`src/include/tap_relay_consts.vh`:
```
`ifndef TAP_RELAY_CONSTS_VH
`define TAP_RELAY_CONSTS_VH

// Register word indices (address bits 5:2)
`define OFS_CTRL        4'h0
`define OFS_NOMINAL     4'h1
`define OFS_LOWER_PCT   4'h2
`define OFS_RAISE_PCT   4'h3
`define OFS_UV_PCT      4'h4
`define OFS_OV_PCT      4'h5
`define OFS_T1          4'h6
`define OFS_CUR_LIMIT   4'h7
`define OFS_STATUS      4'h8
`define OFS_IRQ_STATUS  4'h9
`define OFS_IRQ_MASK    4'ha
`define OFS_VOLTAGE     4'hb

// Control fields
`define CTRL_MANUAL     0
`define CTRL_OC_EN      1
`define CTRL_UNIT_LO    2
`define CTRL_UNIT_HI    3
`define UNIT_VOLTS      2'h0
`define UNIT_KV         2'h1
`define UNIT_PCT        2'h2
`define UNIT_SEC        2'h3

// Reset values (voltage in 0.1 V, percentages in 0.1 %)
`define RST_NOMINAL     16'h044c
`define RST_LOWER_PCT   11'h014
`define RST_RAISE_PCT   11'h014
`define RST_UV_PCT      11'h320
`define RST_OV_PCT      11'h44c
`define RST_T1          8'h1e
`define RST_CUR_LIMIT   16'h03e8

// Scaling in tenths of a percent
`define PCT_FULL        11'h3e8
`define HYST_PCT        11'h032
`define SHED3_PCT       11'h01e
`define SHED6_PCT       11'h03c
`define SHED9_PCT       11'h05a

// Timing
`define CLK_HZ          100000000
`define CF_DELAY_S      9'h12c
`define PULSE_S         8'h02
`define HSR_S           8'h02

// Interrupt bits
`define IRQ_UV          0
`define IRQ_OV          1
`define IRQ_CF          2
`define IRQ_LOWER       3
`define IRQ_RAISE       4

// AXI responses
`define RESP_OKAY       2'h0
`define RESP_SLVERR     2'h2

`endif

```
`src/rtl/tap_relay.v`:
```
// Local design decisions: the register offsets and register access over AXI4-Lite.
`timescale 1ns/100ps
`include "tap_relay_consts.vh"

module tap_relay #(
    parameter TICK_CYCLES = `CLK_HZ
) (
    // Clock and reset
    input  wire        aclk,
    input  wire        aresetn,
    // AXI4-Lite write address
    input  wire [5:0]  awaddr,
    input  wire        awvalid,
    output reg         awready,
    // AXI4-Lite write data
    input  wire [31:0] wdata,
    input  wire [3:0]  wstrb,
    input  wire        wvalid,
    output reg         wready,
    // AXI4-Lite write response
    output reg  [1:0]  bresp,
    output reg         bvalid,
    input  wire        bready,
    // AXI4-Lite read
    input  wire [5:0]  araddr,
    input  wire        arvalid,
    output reg         arready,
    output reg  [31:0] rdata,
    output reg  [1:0]  rresp,
    output reg         rvalid,
    input  wire        rready,
    // Measurements
    input  wire [15:0] meas_voltage,
    input  wire        meas_valid,
    input  wire [15:0] meas_current,
    // Loadshedding contacts, high while closed
    input  wire        shed_three_pct_input,
    input  wire        shed_six_pct_input,
    input  wire        shed_nine_pct_input,
    // Relay drives
    output reg         lower_relay,
    output reg         raise_relay,
    output reg         uv_relay,
    output reg         ov_relay,
    output reg         control_fail_relay,
    // Lamps
    output reg         lower_presignal_lamp,
    output reg         raise_presignal_lamp,
    output reg         uv_lamp,
    output reg         ov_lamp,
    output reg         lower_relay_lamp,
    output reg         raise_relay_lamp,
    output reg         manual_lamp,
    output reg         control_fail_lamp,
    output reg         volts_lamp,
    output reg         kv_lamp,
    output reg         pct_lamp,
    output reg         sec_lamp,
    output reg         shed3_lamp,
    output reg         shed6_lamp,
    output reg         shed9_lamp,
    // Interrupt
    output reg         irq
);

    localparam [31:0] TICK_FULL = TICK_CYCLES - 1;
    localparam [26:0] TICK_LAST = TICK_FULL[26:0];
    localparam [2:0]  ST_IDLE    = 3'h0;
    localparam [2:0]  ST_DELAY   = 3'h1;
    localparam [2:0]  ST_PULSE   = 3'h2;
    localparam [2:0]  ST_HSR_ON  = 3'h3;
    localparam [2:0]  ST_HSR_OFF = 3'h4;

    // --------------------------------------------------------------
    // Software registers
    // --------------------------------------------------------------
    reg [3:0]  ctrl_reg;
    reg [15:0] nominal_reg;
    reg [10:0] lower_pct_reg;
    reg [10:0] raise_pct_reg;
    reg [10:0] uv_pct_reg;
    reg [10:0] ov_pct_reg;
    reg [7:0]  t1_reg;
    reg [15:0] cur_limit_reg;
    reg [4:0]  irq_status_reg;
    reg [4:0]  irq_mask_reg;
    reg        aw_have_reg;
    reg        w_have_reg;
    reg [3:0]  aw_idx_reg;
    reg [31:0] wdata_reg;
    reg [3:0]  wstrb_reg;

    // --------------------------------------------------------------
    // Measurement and control state
    // --------------------------------------------------------------
    reg [15:0] sample_reg;
    reg        valid_reg;
    reg        uv_reg;
    reg        ov_reg;
    reg        cf_reg;
    reg [8:0]  cf_sec_reg;
    reg [26:0] tick_cnt_reg;
    reg        tick_reg;
    reg [2:0]  state_reg;
    reg [2:0]  state_next;
    reg        dir_lower_reg;
    reg        dir_lower_next;
    reg [7:0]  sec_cnt_reg;
    reg [7:0]  sec_cnt_next;
    reg        lower_relay_next;
    reg        raise_relay_next;
    wire       lower_pre;
    wire       raise_pre;
    wire       oc_block;

    // Scale a voltage by a figure in tenths of a percent
    function [15:0] scale;
        input [15:0] volts;
        input [10:0] pct;
        reg   [26:0] prod;
        begin
            prod  = volts * pct;
            prod  = prod / `PCT_FULL;
            scale = prod[15:0];
        end
    endfunction

    // Merge bus write data into a word under the byte strobes
    function [31:0] merge;
        input [31:0] old;
        input [31:0] data;
        input [3:0]  strb;
        integer      i;
        begin
            merge = old;
            for (i = 0; i < 4; i = i + 1) begin
                if (strb[i]) begin
                    merge[i*8 +: 8] = data[i*8 +: 8];
                end
            end
        end
    endfunction

    // Register read view, shared by reads and strobed writes
    function [31:0] reg_word;
        input [3:0] idx;
        begin
            case (idx)
                `OFS_CTRL:       reg_word = {28'h0, ctrl_reg};
                `OFS_NOMINAL:    reg_word = {16'h0, nominal_reg};
                `OFS_LOWER_PCT:  reg_word = {21'h0, lower_pct_reg};
                `OFS_RAISE_PCT:  reg_word = {21'h0, raise_pct_reg};
                `OFS_UV_PCT:     reg_word = {21'h0, uv_pct_reg};
                `OFS_OV_PCT:     reg_word = {21'h0, ov_pct_reg};
                `OFS_T1:         reg_word = {24'h0, t1_reg};
                `OFS_CUR_LIMIT:  reg_word = {16'h0, cur_limit_reg};
                `OFS_STATUS:     reg_word = {22'h0, valid_reg, oc_block, ov_reg, uv_reg, cf_reg,
                                             raise_relay, lower_relay, raise_pre, lower_pre, state_reg == ST_HSR_ON};
                `OFS_IRQ_STATUS: reg_word = {27'h0, irq_status_reg};
                `OFS_IRQ_MASK:   reg_word = {27'h0, irq_mask_reg};
                `OFS_VOLTAGE:    reg_word = {16'h0, sample_reg};
                default:         reg_word = 32'h0;
            endcase
        end
    endfunction

    // --------------------------------------------------------------
    // Limits from the shed-reduced setpoint
    // --------------------------------------------------------------
    wire [10:0] shed_pct = shed9_lamp ? `SHED9_PCT : shed6_lamp ? `SHED6_PCT :
                           shed3_lamp ? `SHED3_PCT : 11'h0;
    // The deepest active step wins if several contacts close at once
    wire [15:0] eff_nom  = scale(nominal_reg, `PCT_FULL - shed_pct);
    wire [15:0] lower_lim = scale(eff_nom, `PCT_FULL + lower_pct_reg);
    wire [15:0] raise_lim = scale(eff_nom, `PCT_FULL - raise_pct_reg);
    wire [15:0] uv_lim    = scale(eff_nom, uv_pct_reg);
    wire [15:0] uv_rest   = scale(eff_nom, uv_pct_reg + `HYST_PCT);
    wire [15:0] ov_lim    = scale(eff_nom, ov_pct_reg);
    wire [15:0] ov_rest   = scale(eff_nom, ov_pct_reg - `HYST_PCT);

    // Every comparison reads the one held sample
    assign lower_pre = valid_reg & (sample_reg > lower_lim);
    assign raise_pre = valid_reg & (sample_reg < raise_lim);
    wire uv_next = ~valid_reg ? 1'b0 : (sample_reg < uv_lim) ? 1'b1 :
                   (sample_reg > uv_rest) ? 1'b0 : uv_reg;
    wire ov_next = ~valid_reg ? 1'b0 : (sample_reg > ov_lim) ? 1'b1 :
                   (sample_reg < ov_rest) ? 1'b0 : ov_reg;

    // Overcurrent: current above 3/2 of the load limit
    assign oc_block = ctrl_reg[`CTRL_OC_EN] &
                    ({1'b0, meas_current, 1'b0} > ({2'h0, cur_limit_reg} + {1'b0, cur_limit_reg, 1'b0}));
    wire manual    = ctrl_reg[`CTRL_MANUAL];
    wire lower_ok  = ~manual & ~oc_block;
    wire raise_ok  = ~manual & ~oc_block & ~uv_reg & ~cf_reg;
    wire blocked   = dir_lower_reg ? ~lower_ok : ~raise_ok;
    wire dev_here  = dir_lower_reg ? lower_pre : raise_pre;

    // --------------------------------------------------------------
    // Tap command sequencer
    // --------------------------------------------------------------
    // Manual or overcurrent aborts a pulse at once rather than letting it finish
    always @* begin
        state_next     = state_reg;
        dir_lower_next = dir_lower_reg;
        sec_cnt_next   = sec_cnt_reg;
        case (state_reg)
            ST_IDLE: begin
                sec_cnt_next = 8'h0;
                if (ov_reg && lower_ok) begin
                    state_next     = ST_HSR_ON;
                    dir_lower_next = 1'b1;
                end else if (lower_pre && lower_ok) begin
                    state_next     = ST_DELAY;
                    dir_lower_next = 1'b1;
                end else if (raise_pre && raise_ok) begin
                    state_next     = ST_DELAY;
                    dir_lower_next = 1'b0;
                end
            end
            ST_DELAY: begin
                if (ov_reg || !dev_here || blocked) begin
                    state_next = ST_IDLE;
                end else if (tick_reg) begin
                    sec_cnt_next = sec_cnt_reg + 8'h1;
                    if (sec_cnt_next >= t1_reg) begin
                        state_next   = ST_PULSE;
                        sec_cnt_next = 8'h0;
                    end
                end
            end
            ST_PULSE: begin
                if (blocked) begin
                    state_next = ST_IDLE;
                end else if (tick_reg) begin
                    sec_cnt_next = sec_cnt_reg + 8'h1;
                    if (sec_cnt_next == `PULSE_S) begin
                        state_next   = ST_DELAY;
                        sec_cnt_next = 8'h0;
                    end
                end
            end
            ST_HSR_ON, ST_HSR_OFF: begin
                if (!ov_reg || !lower_ok) begin
                    state_next = ST_IDLE;
                end else if (tick_reg) begin
                    sec_cnt_next = sec_cnt_reg + 8'h1;
                    if (sec_cnt_next == `HSR_S) begin
                        state_next   = (state_reg == ST_HSR_ON) ? ST_HSR_OFF : ST_HSR_ON;
                        sec_cnt_next = 8'h0;
                    end
                end
            end
            default: begin
                state_next = ST_IDLE;
            end
        endcase
        lower_relay_next = (state_next == ST_HSR_ON) | ((state_next == ST_PULSE) & dir_lower_next);
        raise_relay_next = (state_next == ST_PULSE) & ~dir_lower_next;
    end

    // --------------------------------------------------------------
    // Timing, measurement and outputs
    // --------------------------------------------------------------
    // One-second tick and control-fail timer
    always @(posedge aclk) begin
        if (!aresetn) begin
            tick_cnt_reg  <= 27'h0;
            tick_reg      <= 1'b0;
            cf_sec_reg    <= 9'h0;
            cf_reg        <= 1'b0;
            state_reg     <= ST_IDLE;
            dir_lower_reg <= 1'b0;
            sec_cnt_reg   <= 8'h0;
        end else begin
            tick_reg      <= (tick_cnt_reg == TICK_LAST);
            tick_cnt_reg  <= (tick_cnt_reg == TICK_LAST) ? 27'h0 : tick_cnt_reg + 27'h1;
            state_reg     <= state_next;
            dir_lower_reg <= dir_lower_next;
            sec_cnt_reg   <= sec_cnt_next;
            if (!(lower_pre || raise_pre)) begin
                cf_sec_reg <= 9'h0;
                cf_reg     <= 1'b0;
            end else if (tick_reg) begin
                if (cf_sec_reg == `CF_DELAY_S) begin
                    cf_reg <= 1'b1;
                end else begin
                    cf_sec_reg <= cf_sec_reg + 9'h1;
                end
            end
        end
    end

    // Sample capture, relays and lamps
    always @(posedge aclk) begin
        if (!aresetn) begin
            sample_reg           <= 16'h0;
            valid_reg            <= 1'b0;
            uv_reg               <= 1'b0;
            ov_reg               <= 1'b0;
            lower_relay          <= 1'b0;
            raise_relay          <= 1'b0;
            uv_relay             <= 1'b0;
            ov_relay             <= 1'b0;
            control_fail_relay   <= 1'b0;
            lower_presignal_lamp <= 1'b0;
            raise_presignal_lamp <= 1'b0;
            uv_lamp              <= 1'b0;
            ov_lamp              <= 1'b0;
            lower_relay_lamp     <= 1'b0;
            raise_relay_lamp     <= 1'b0;
            manual_lamp          <= 1'b0;
            control_fail_lamp    <= 1'b0;
            volts_lamp           <= 1'b0;
            kv_lamp              <= 1'b0;
            pct_lamp             <= 1'b0;
            sec_lamp             <= 1'b0;
            shed3_lamp           <= 1'b0;
            shed6_lamp           <= 1'b0;
            shed9_lamp           <= 1'b0;
        end else begin
            if (meas_valid) begin
                sample_reg <= meas_voltage;
                valid_reg  <= 1'b1;
            end
            uv_reg               <= uv_next;
            ov_reg               <= ov_next;
            uv_relay             <= uv_next;
            uv_lamp              <= uv_next;
            ov_relay             <= ov_next;
            ov_lamp              <= ov_next;
            lower_presignal_lamp <= lower_pre;
            raise_presignal_lamp <= raise_pre;
            lower_relay          <= lower_relay_next;
            lower_relay_lamp     <= lower_relay_next;
            raise_relay          <= raise_relay_next;
            raise_relay_lamp     <= raise_relay_next;
            control_fail_relay   <= cf_reg;
            control_fail_lamp    <= cf_reg;
            manual_lamp          <= manual;
            volts_lamp <= (ctrl_reg[`CTRL_UNIT_HI:`CTRL_UNIT_LO] == `UNIT_VOLTS);
            kv_lamp    <= (ctrl_reg[`CTRL_UNIT_HI:`CTRL_UNIT_LO] == `UNIT_KV);
            pct_lamp   <= (ctrl_reg[`CTRL_UNIT_HI:`CTRL_UNIT_LO] == `UNIT_PCT);
            sec_lamp   <= (ctrl_reg[`CTRL_UNIT_HI:`CTRL_UNIT_LO] == `UNIT_SEC);
            shed3_lamp <= shed_three_pct_input;
            shed6_lamp <= shed_six_pct_input;
            shed9_lamp <= shed_nine_pct_input;
        end
    end

    // --------------------------------------------------------------
    // AXI4-Lite slave and interrupt
    // --------------------------------------------------------------
    wire        do_write = aw_have_reg & w_have_reg & ~bvalid;
    wire        rd_take  = arvalid & arready;
    wire        wr_ok    = (aw_idx_reg <= `OFS_VOLTAGE);
    wire [31:0] wr_word  = merge(reg_word(aw_idx_reg), wdata_reg, wstrb_reg);
    wire [4:0]  irq_set  = {raise_relay_next & ~raise_relay, lower_relay_next & ~lower_relay,
                            cf_reg & ~control_fail_relay, ov_next & ~ov_reg, uv_next & ~uv_reg};

    // Address and data are held separately so either may arrive first
    always @(posedge aclk) begin
        if (!aresetn) begin
            awready        <= 1'b1;
            wready         <= 1'b1;
            bvalid         <= 1'b0;
            bresp          <= `RESP_OKAY;
            arready        <= 1'b1;
            rvalid         <= 1'b0;
            rdata          <= 32'h0;
            rresp          <= `RESP_OKAY;
            aw_have_reg    <= 1'b0;
            w_have_reg     <= 1'b0;
            aw_idx_reg     <= 4'h0;
            wdata_reg      <= 32'h0;
            wstrb_reg      <= 4'h0;
            ctrl_reg       <= 4'h0;
            nominal_reg    <= `RST_NOMINAL;
            lower_pct_reg  <= `RST_LOWER_PCT;
            raise_pct_reg  <= `RST_RAISE_PCT;
            uv_pct_reg     <= `RST_UV_PCT;
            ov_pct_reg     <= `RST_OV_PCT;
            t1_reg         <= `RST_T1;
            cur_limit_reg  <= `RST_CUR_LIMIT;
            irq_status_reg <= 5'h0;
            irq_mask_reg   <= 5'h0;
            irq            <= 1'b0;
        end else begin
            if (awvalid && awready) begin
                aw_have_reg <= 1'b1;
                awready     <= 1'b0;
                aw_idx_reg  <= (awaddr[1:0] == 2'h0) ? awaddr[5:2] : 4'hf;
            end
            if (wvalid && wready) begin
                w_have_reg <= 1'b1;
                wready     <= 1'b0;
                wdata_reg  <= wdata;
                wstrb_reg  <= wstrb;
            end
            if (do_write) begin
                aw_have_reg <= 1'b0;
                w_have_reg  <= 1'b0;
                bvalid      <= 1'b1;
                bresp       <= wr_ok ? `RESP_OKAY : `RESP_SLVERR;
                case (aw_idx_reg)
                    `OFS_CTRL:      ctrl_reg      <= wr_word[3:0];
                    `OFS_NOMINAL:   nominal_reg   <= wr_word[15:0];
                    `OFS_LOWER_PCT: lower_pct_reg <= wr_word[10:0];
                    `OFS_RAISE_PCT: raise_pct_reg <= wr_word[10:0];
                    `OFS_UV_PCT:    uv_pct_reg    <= wr_word[10:0];
                    `OFS_OV_PCT:    ov_pct_reg    <= wr_word[10:0];
                    `OFS_T1:        t1_reg        <= wr_word[7:0];
                    `OFS_CUR_LIMIT: cur_limit_reg <= wr_word[15:0];
                    `OFS_IRQ_MASK:  irq_mask_reg  <= wr_word[4:0];
                    default: begin
                    end
                endcase
            end
            if (bvalid && bready) begin
                bvalid  <= 1'b0;
                awready <= 1'b1;
                wready  <= 1'b1;
            end
            if (rd_take) begin
                arready <= 1'b0;
                rvalid  <= 1'b1;
                rdata   <= reg_word(araddr[5:2]);
                rresp   <= (araddr[5:2] <= `OFS_VOLTAGE && araddr[1:0] == 2'h0) ? `RESP_OKAY : `RESP_SLVERR;
            end
            if (rvalid && rready) begin
                rvalid  <= 1'b0;
                arready <= 1'b1;
            end
            // Read clears, but a new event in the same cycle stays set
            if (rd_take && araddr[5:2] == `OFS_IRQ_STATUS) begin
                irq_status_reg <= irq_set;
            end else begin
                irq_status_reg <= irq_status_reg | irq_set;
            end
            irq <= |(irq_status_reg & irq_mask_reg);
        end
    end

endmodule

```
`config.mk`:
```
export PLATFORM = sky130hd
export DESIGN_NAME = tap_relay
export DESIGN_NICKNAME = d
export VERILOG_FILES = /design/src/rtl/tap_relay.v
export VERILOG_INCLUDE_DIRS = /design/src /design/src/include
export SDC_FILE = /design/constraint.sdc
export NUM_CORES = 2
export LEC_CHECK = 0
export BUFFER_PORTS_ARGS = -buffer_cell sky130_fd_sc_hd__buf_2
export CAP_MARGIN = 5
export CORE_MARGIN = 8
export CORE_UTILIZATION = 40
export CTS_BUF_LIST = sky130_fd_sc_hd__clkbuf_4
export CTS_CLUSTER_SIZE = 8
export DETAILED_ROUTE_END_ITERATION = 12
export PLACE_DENSITY = 0.54
export SKIP_CTS_REPAIR_TIMING = 1
export SLEW_MARGIN = 20
export SYNTH_ARGS = -nofsm -noshare
export SYNTH_HDL_FRONTEND = slang
export SYNTH_SLANG_ARGS = --single-unit
```
`constraint.sdc`:
```
create_clock -name aclk -period 43.3 [get_ports aclk]
set_input_delay 8.66 -clock aclk [delete_from_list [all_inputs] [get_ports aclk]]
set_output_delay 8.66 -clock aclk [all_outputs]
set_load 0.1 [all_outputs]
```
==> flow_summary.yaml <==
job:
  max-cap-violations: 0
synth:
  synth.top_cells.by_area: "fa_1, ha_1, nand2_1"
  synth_edf_count: 0
  yosysMostFrequentCell: "nand2_1"
  synth_ff_type: "dfxtp_1"
  synth_common_cells: "nand2_1, inv_1, nor2_1"
  synth_top_area_share_pct: 19.64
  synth.largest_area_cell: "fa_1"
  syn-mean-instance-area_um2: 7.549
  syn_area_um2: 86350
  synth.distinct_cells: 151
  synth-seq-cells: 228
  synth-async-reset-ratio_pct: 0
  yosysWarnings: 0
  ys_seq_area_share_pct: 5.286
  syn_inst: 11440
setup_path:
  critPathMaxFanout: 24
  cp-endpoint: "irq_status_reg[4]"
  critical_path_required_ps: 44010
  cp-startpoint: "shed9_lamp"
  path_common_cell: "fa_1"
  r2r-start: "shed9_lamp"
  rr_endpoint: "irq_status_reg[4]"
  ff2ff_setup_slack_ps: 2260
  critPathKind: "reg -> reg"
  slowest_delay_ps: 650
  worstRegToRegCells: 149
  crit_path_end_kind: "register"
  worstPathArrival_ps: 41750
  cp-start-kind: "register"
  crit_slowest_cell: "or4_1"
clock_tree:
  numClockSinks: 228
  htree_levels: 2
  clock-root-buffer: "clkbuf_4"
  clockBufferDepth: 3
  clkTransAtPathRegs_ps: 80
  tritoncts: "built"
  cts_buffers: 57
  clk_latency_ps: 810
drt:
  drtIter0Drc: 6736
  routed_wl_um: 292800
  wire_per_inst_um: 20.60
  dr.pass1.iters: 9
  drc_errors: 0
  via_count: 85750
  ant_nets: 0
  via_per_inst: 6.034
global_routing:
  grt_max_degree: 89
  grt_pass1_wl_um: 462500
  grt_usage_pct: 24.23
  antenna_found_initial: 17
  overflow: 0
  grt_pass1_vias: 82810
final_layout:
  fin_area_um2: 91430
  final_cells: 14210
  fillers: 22080
  drive_above_1_share_pct: 8.449
  syn2layout_area_growth_pct: 5.877
  num-nets-final: 12880
  largest_reg_flops: 27
timing:
  worst_pin_slew_ps: 1190
  slew_headroom_pct: 20.64
  report.final.slew_viol_count: 0
  hold_violations: 0
  finalSetupViolCount: 0
  fmax_mhz: 24.37
  post-route-period-util_pct: 94.77
  min_period_ps: 41040
  skew_ps: 75.87
floorplan:
  die_w_um: 480.6
  fp-row-count: 170
  start_util_pct: 40.24
  chipHeight_um: 480.6
  dieArea_um2: 231000
  core_area_um2: 214600
  io_pins: 153
place:
  dp.cells: 14090
  place_congestion: 0.9302
  placed_area_um2: 89900
  dpl.hpwl_um: 230200
  io_buffers: 116
outcome:
  outcome: "finished clean"
min_path:
  hold_class: "reg -> reg"
## layout make-up
cell class	count	area [um2]	share of cell area (%)
antenna	11	27.53	0.03011
clock buffer	79	593.1	0.6487
clock inverter	17	158.9	0.1738
inverter	1019	3830	4.189
multi-input combinational	9675	76390	83.55
sequential	228	4564	4.992
tap	2838	3551	3.884
timing repair buffer	344	2318	2.536
## per-stage QoR
step / hold slack [ps] / utilization (%) / worst slack, ps / setup TNS, ps
floorplan: 440.0 / - / 6210 / 0
global placement: 438.0 / 41.87 / 231.2 / 0
global route: 497.9 / 42.59 / -82.64 / -86.15
detailed placement: 444.3 / 41.89 / -216.4 / -496.8
CTS: 460.4 / 42.24 / -299.5 / -860.2
finish: 454.6 / 42.60 / 2263 / 0
## cell usage in the layout (no fill, tap or decap), drive strengths merged, types with 73 or more instances in the layout
cell type,instances
inv,1017
a21oi,586
nor2,984
ha,618
or2,94
xor2,156
dfxtp,228
nand3,324
xnor2,382
nor3,273
a21boi,73
fa,847
nand4,105
o211ai,140
mux2,82
o21a,118
or3,80
o21ai,586
nor2b,144
a31oi,141
nand2b,126
a21o,171
clkbuf,79
mux2i,205
nand2,1378
o31ai,106
and3,116
a211oi,136
buf,344
and2,360
nor4,82
a22oi,73
## routing by layer
layer / vias to the layer above / part of all wire, % / GRT usage, %
li1: 40480 / - / -
met1: 41880 / 45 / 32.84
met2: 2864 / 45 / 39.79
met3: 513 / 7.1 / 3.931
met4: 10 / 3.2 / 6.978
met5: - / 0.023 / 0
## how the worst min path moves through the flow
stage	startpoint	endpoint	slack [ps]	cells past startpoint
after floorplan	wdata_reg[4]	wdata_reg[4]	440	2
after global placement	valid_reg	valid_reg	440	1
after detailed placement	valid_reg	valid_reg	440	1
after CTS	valid_reg	valid_reg	460	1
after global routing	valid_reg	valid_reg	500	1
final	valid_reg	valid_reg	450	1
## worst max-delay path: cells and delay by family (launching register included)
kind,cells,cell delay [ps]
flip-flops,1,420
AO/OA/AOI/OAI,64,17320
adder cells (fa/ha/maj),13,6190
multiplexers,8,2480
AND/OR/NAND/NOR,41,10050
XOR/XNOR,5,1090
buffers and inverters,18,3280
## cell families (layout without fill, tap and decap cells)
kind of cell	Yosys count	count (layout)	share of synthesized area [%]
AO/OA/AOI/OAI	3093	3094	25.91
XOR/XNOR	538	538	5.535
adder cells (fa/ha/maj)	1493	1493	28.91
buffers and inverters	1569	1459	7.318
flip-flops	228	228	5.286
multiplexers	288	288	3.544
other	2	45	0.008697
AND/OR/NAND/NOR	4228	4228	23.49
Power is left out: the tool's default activity adds up to more than one toggle a clock period on the data nets, which glitch-free logic cannot reach.
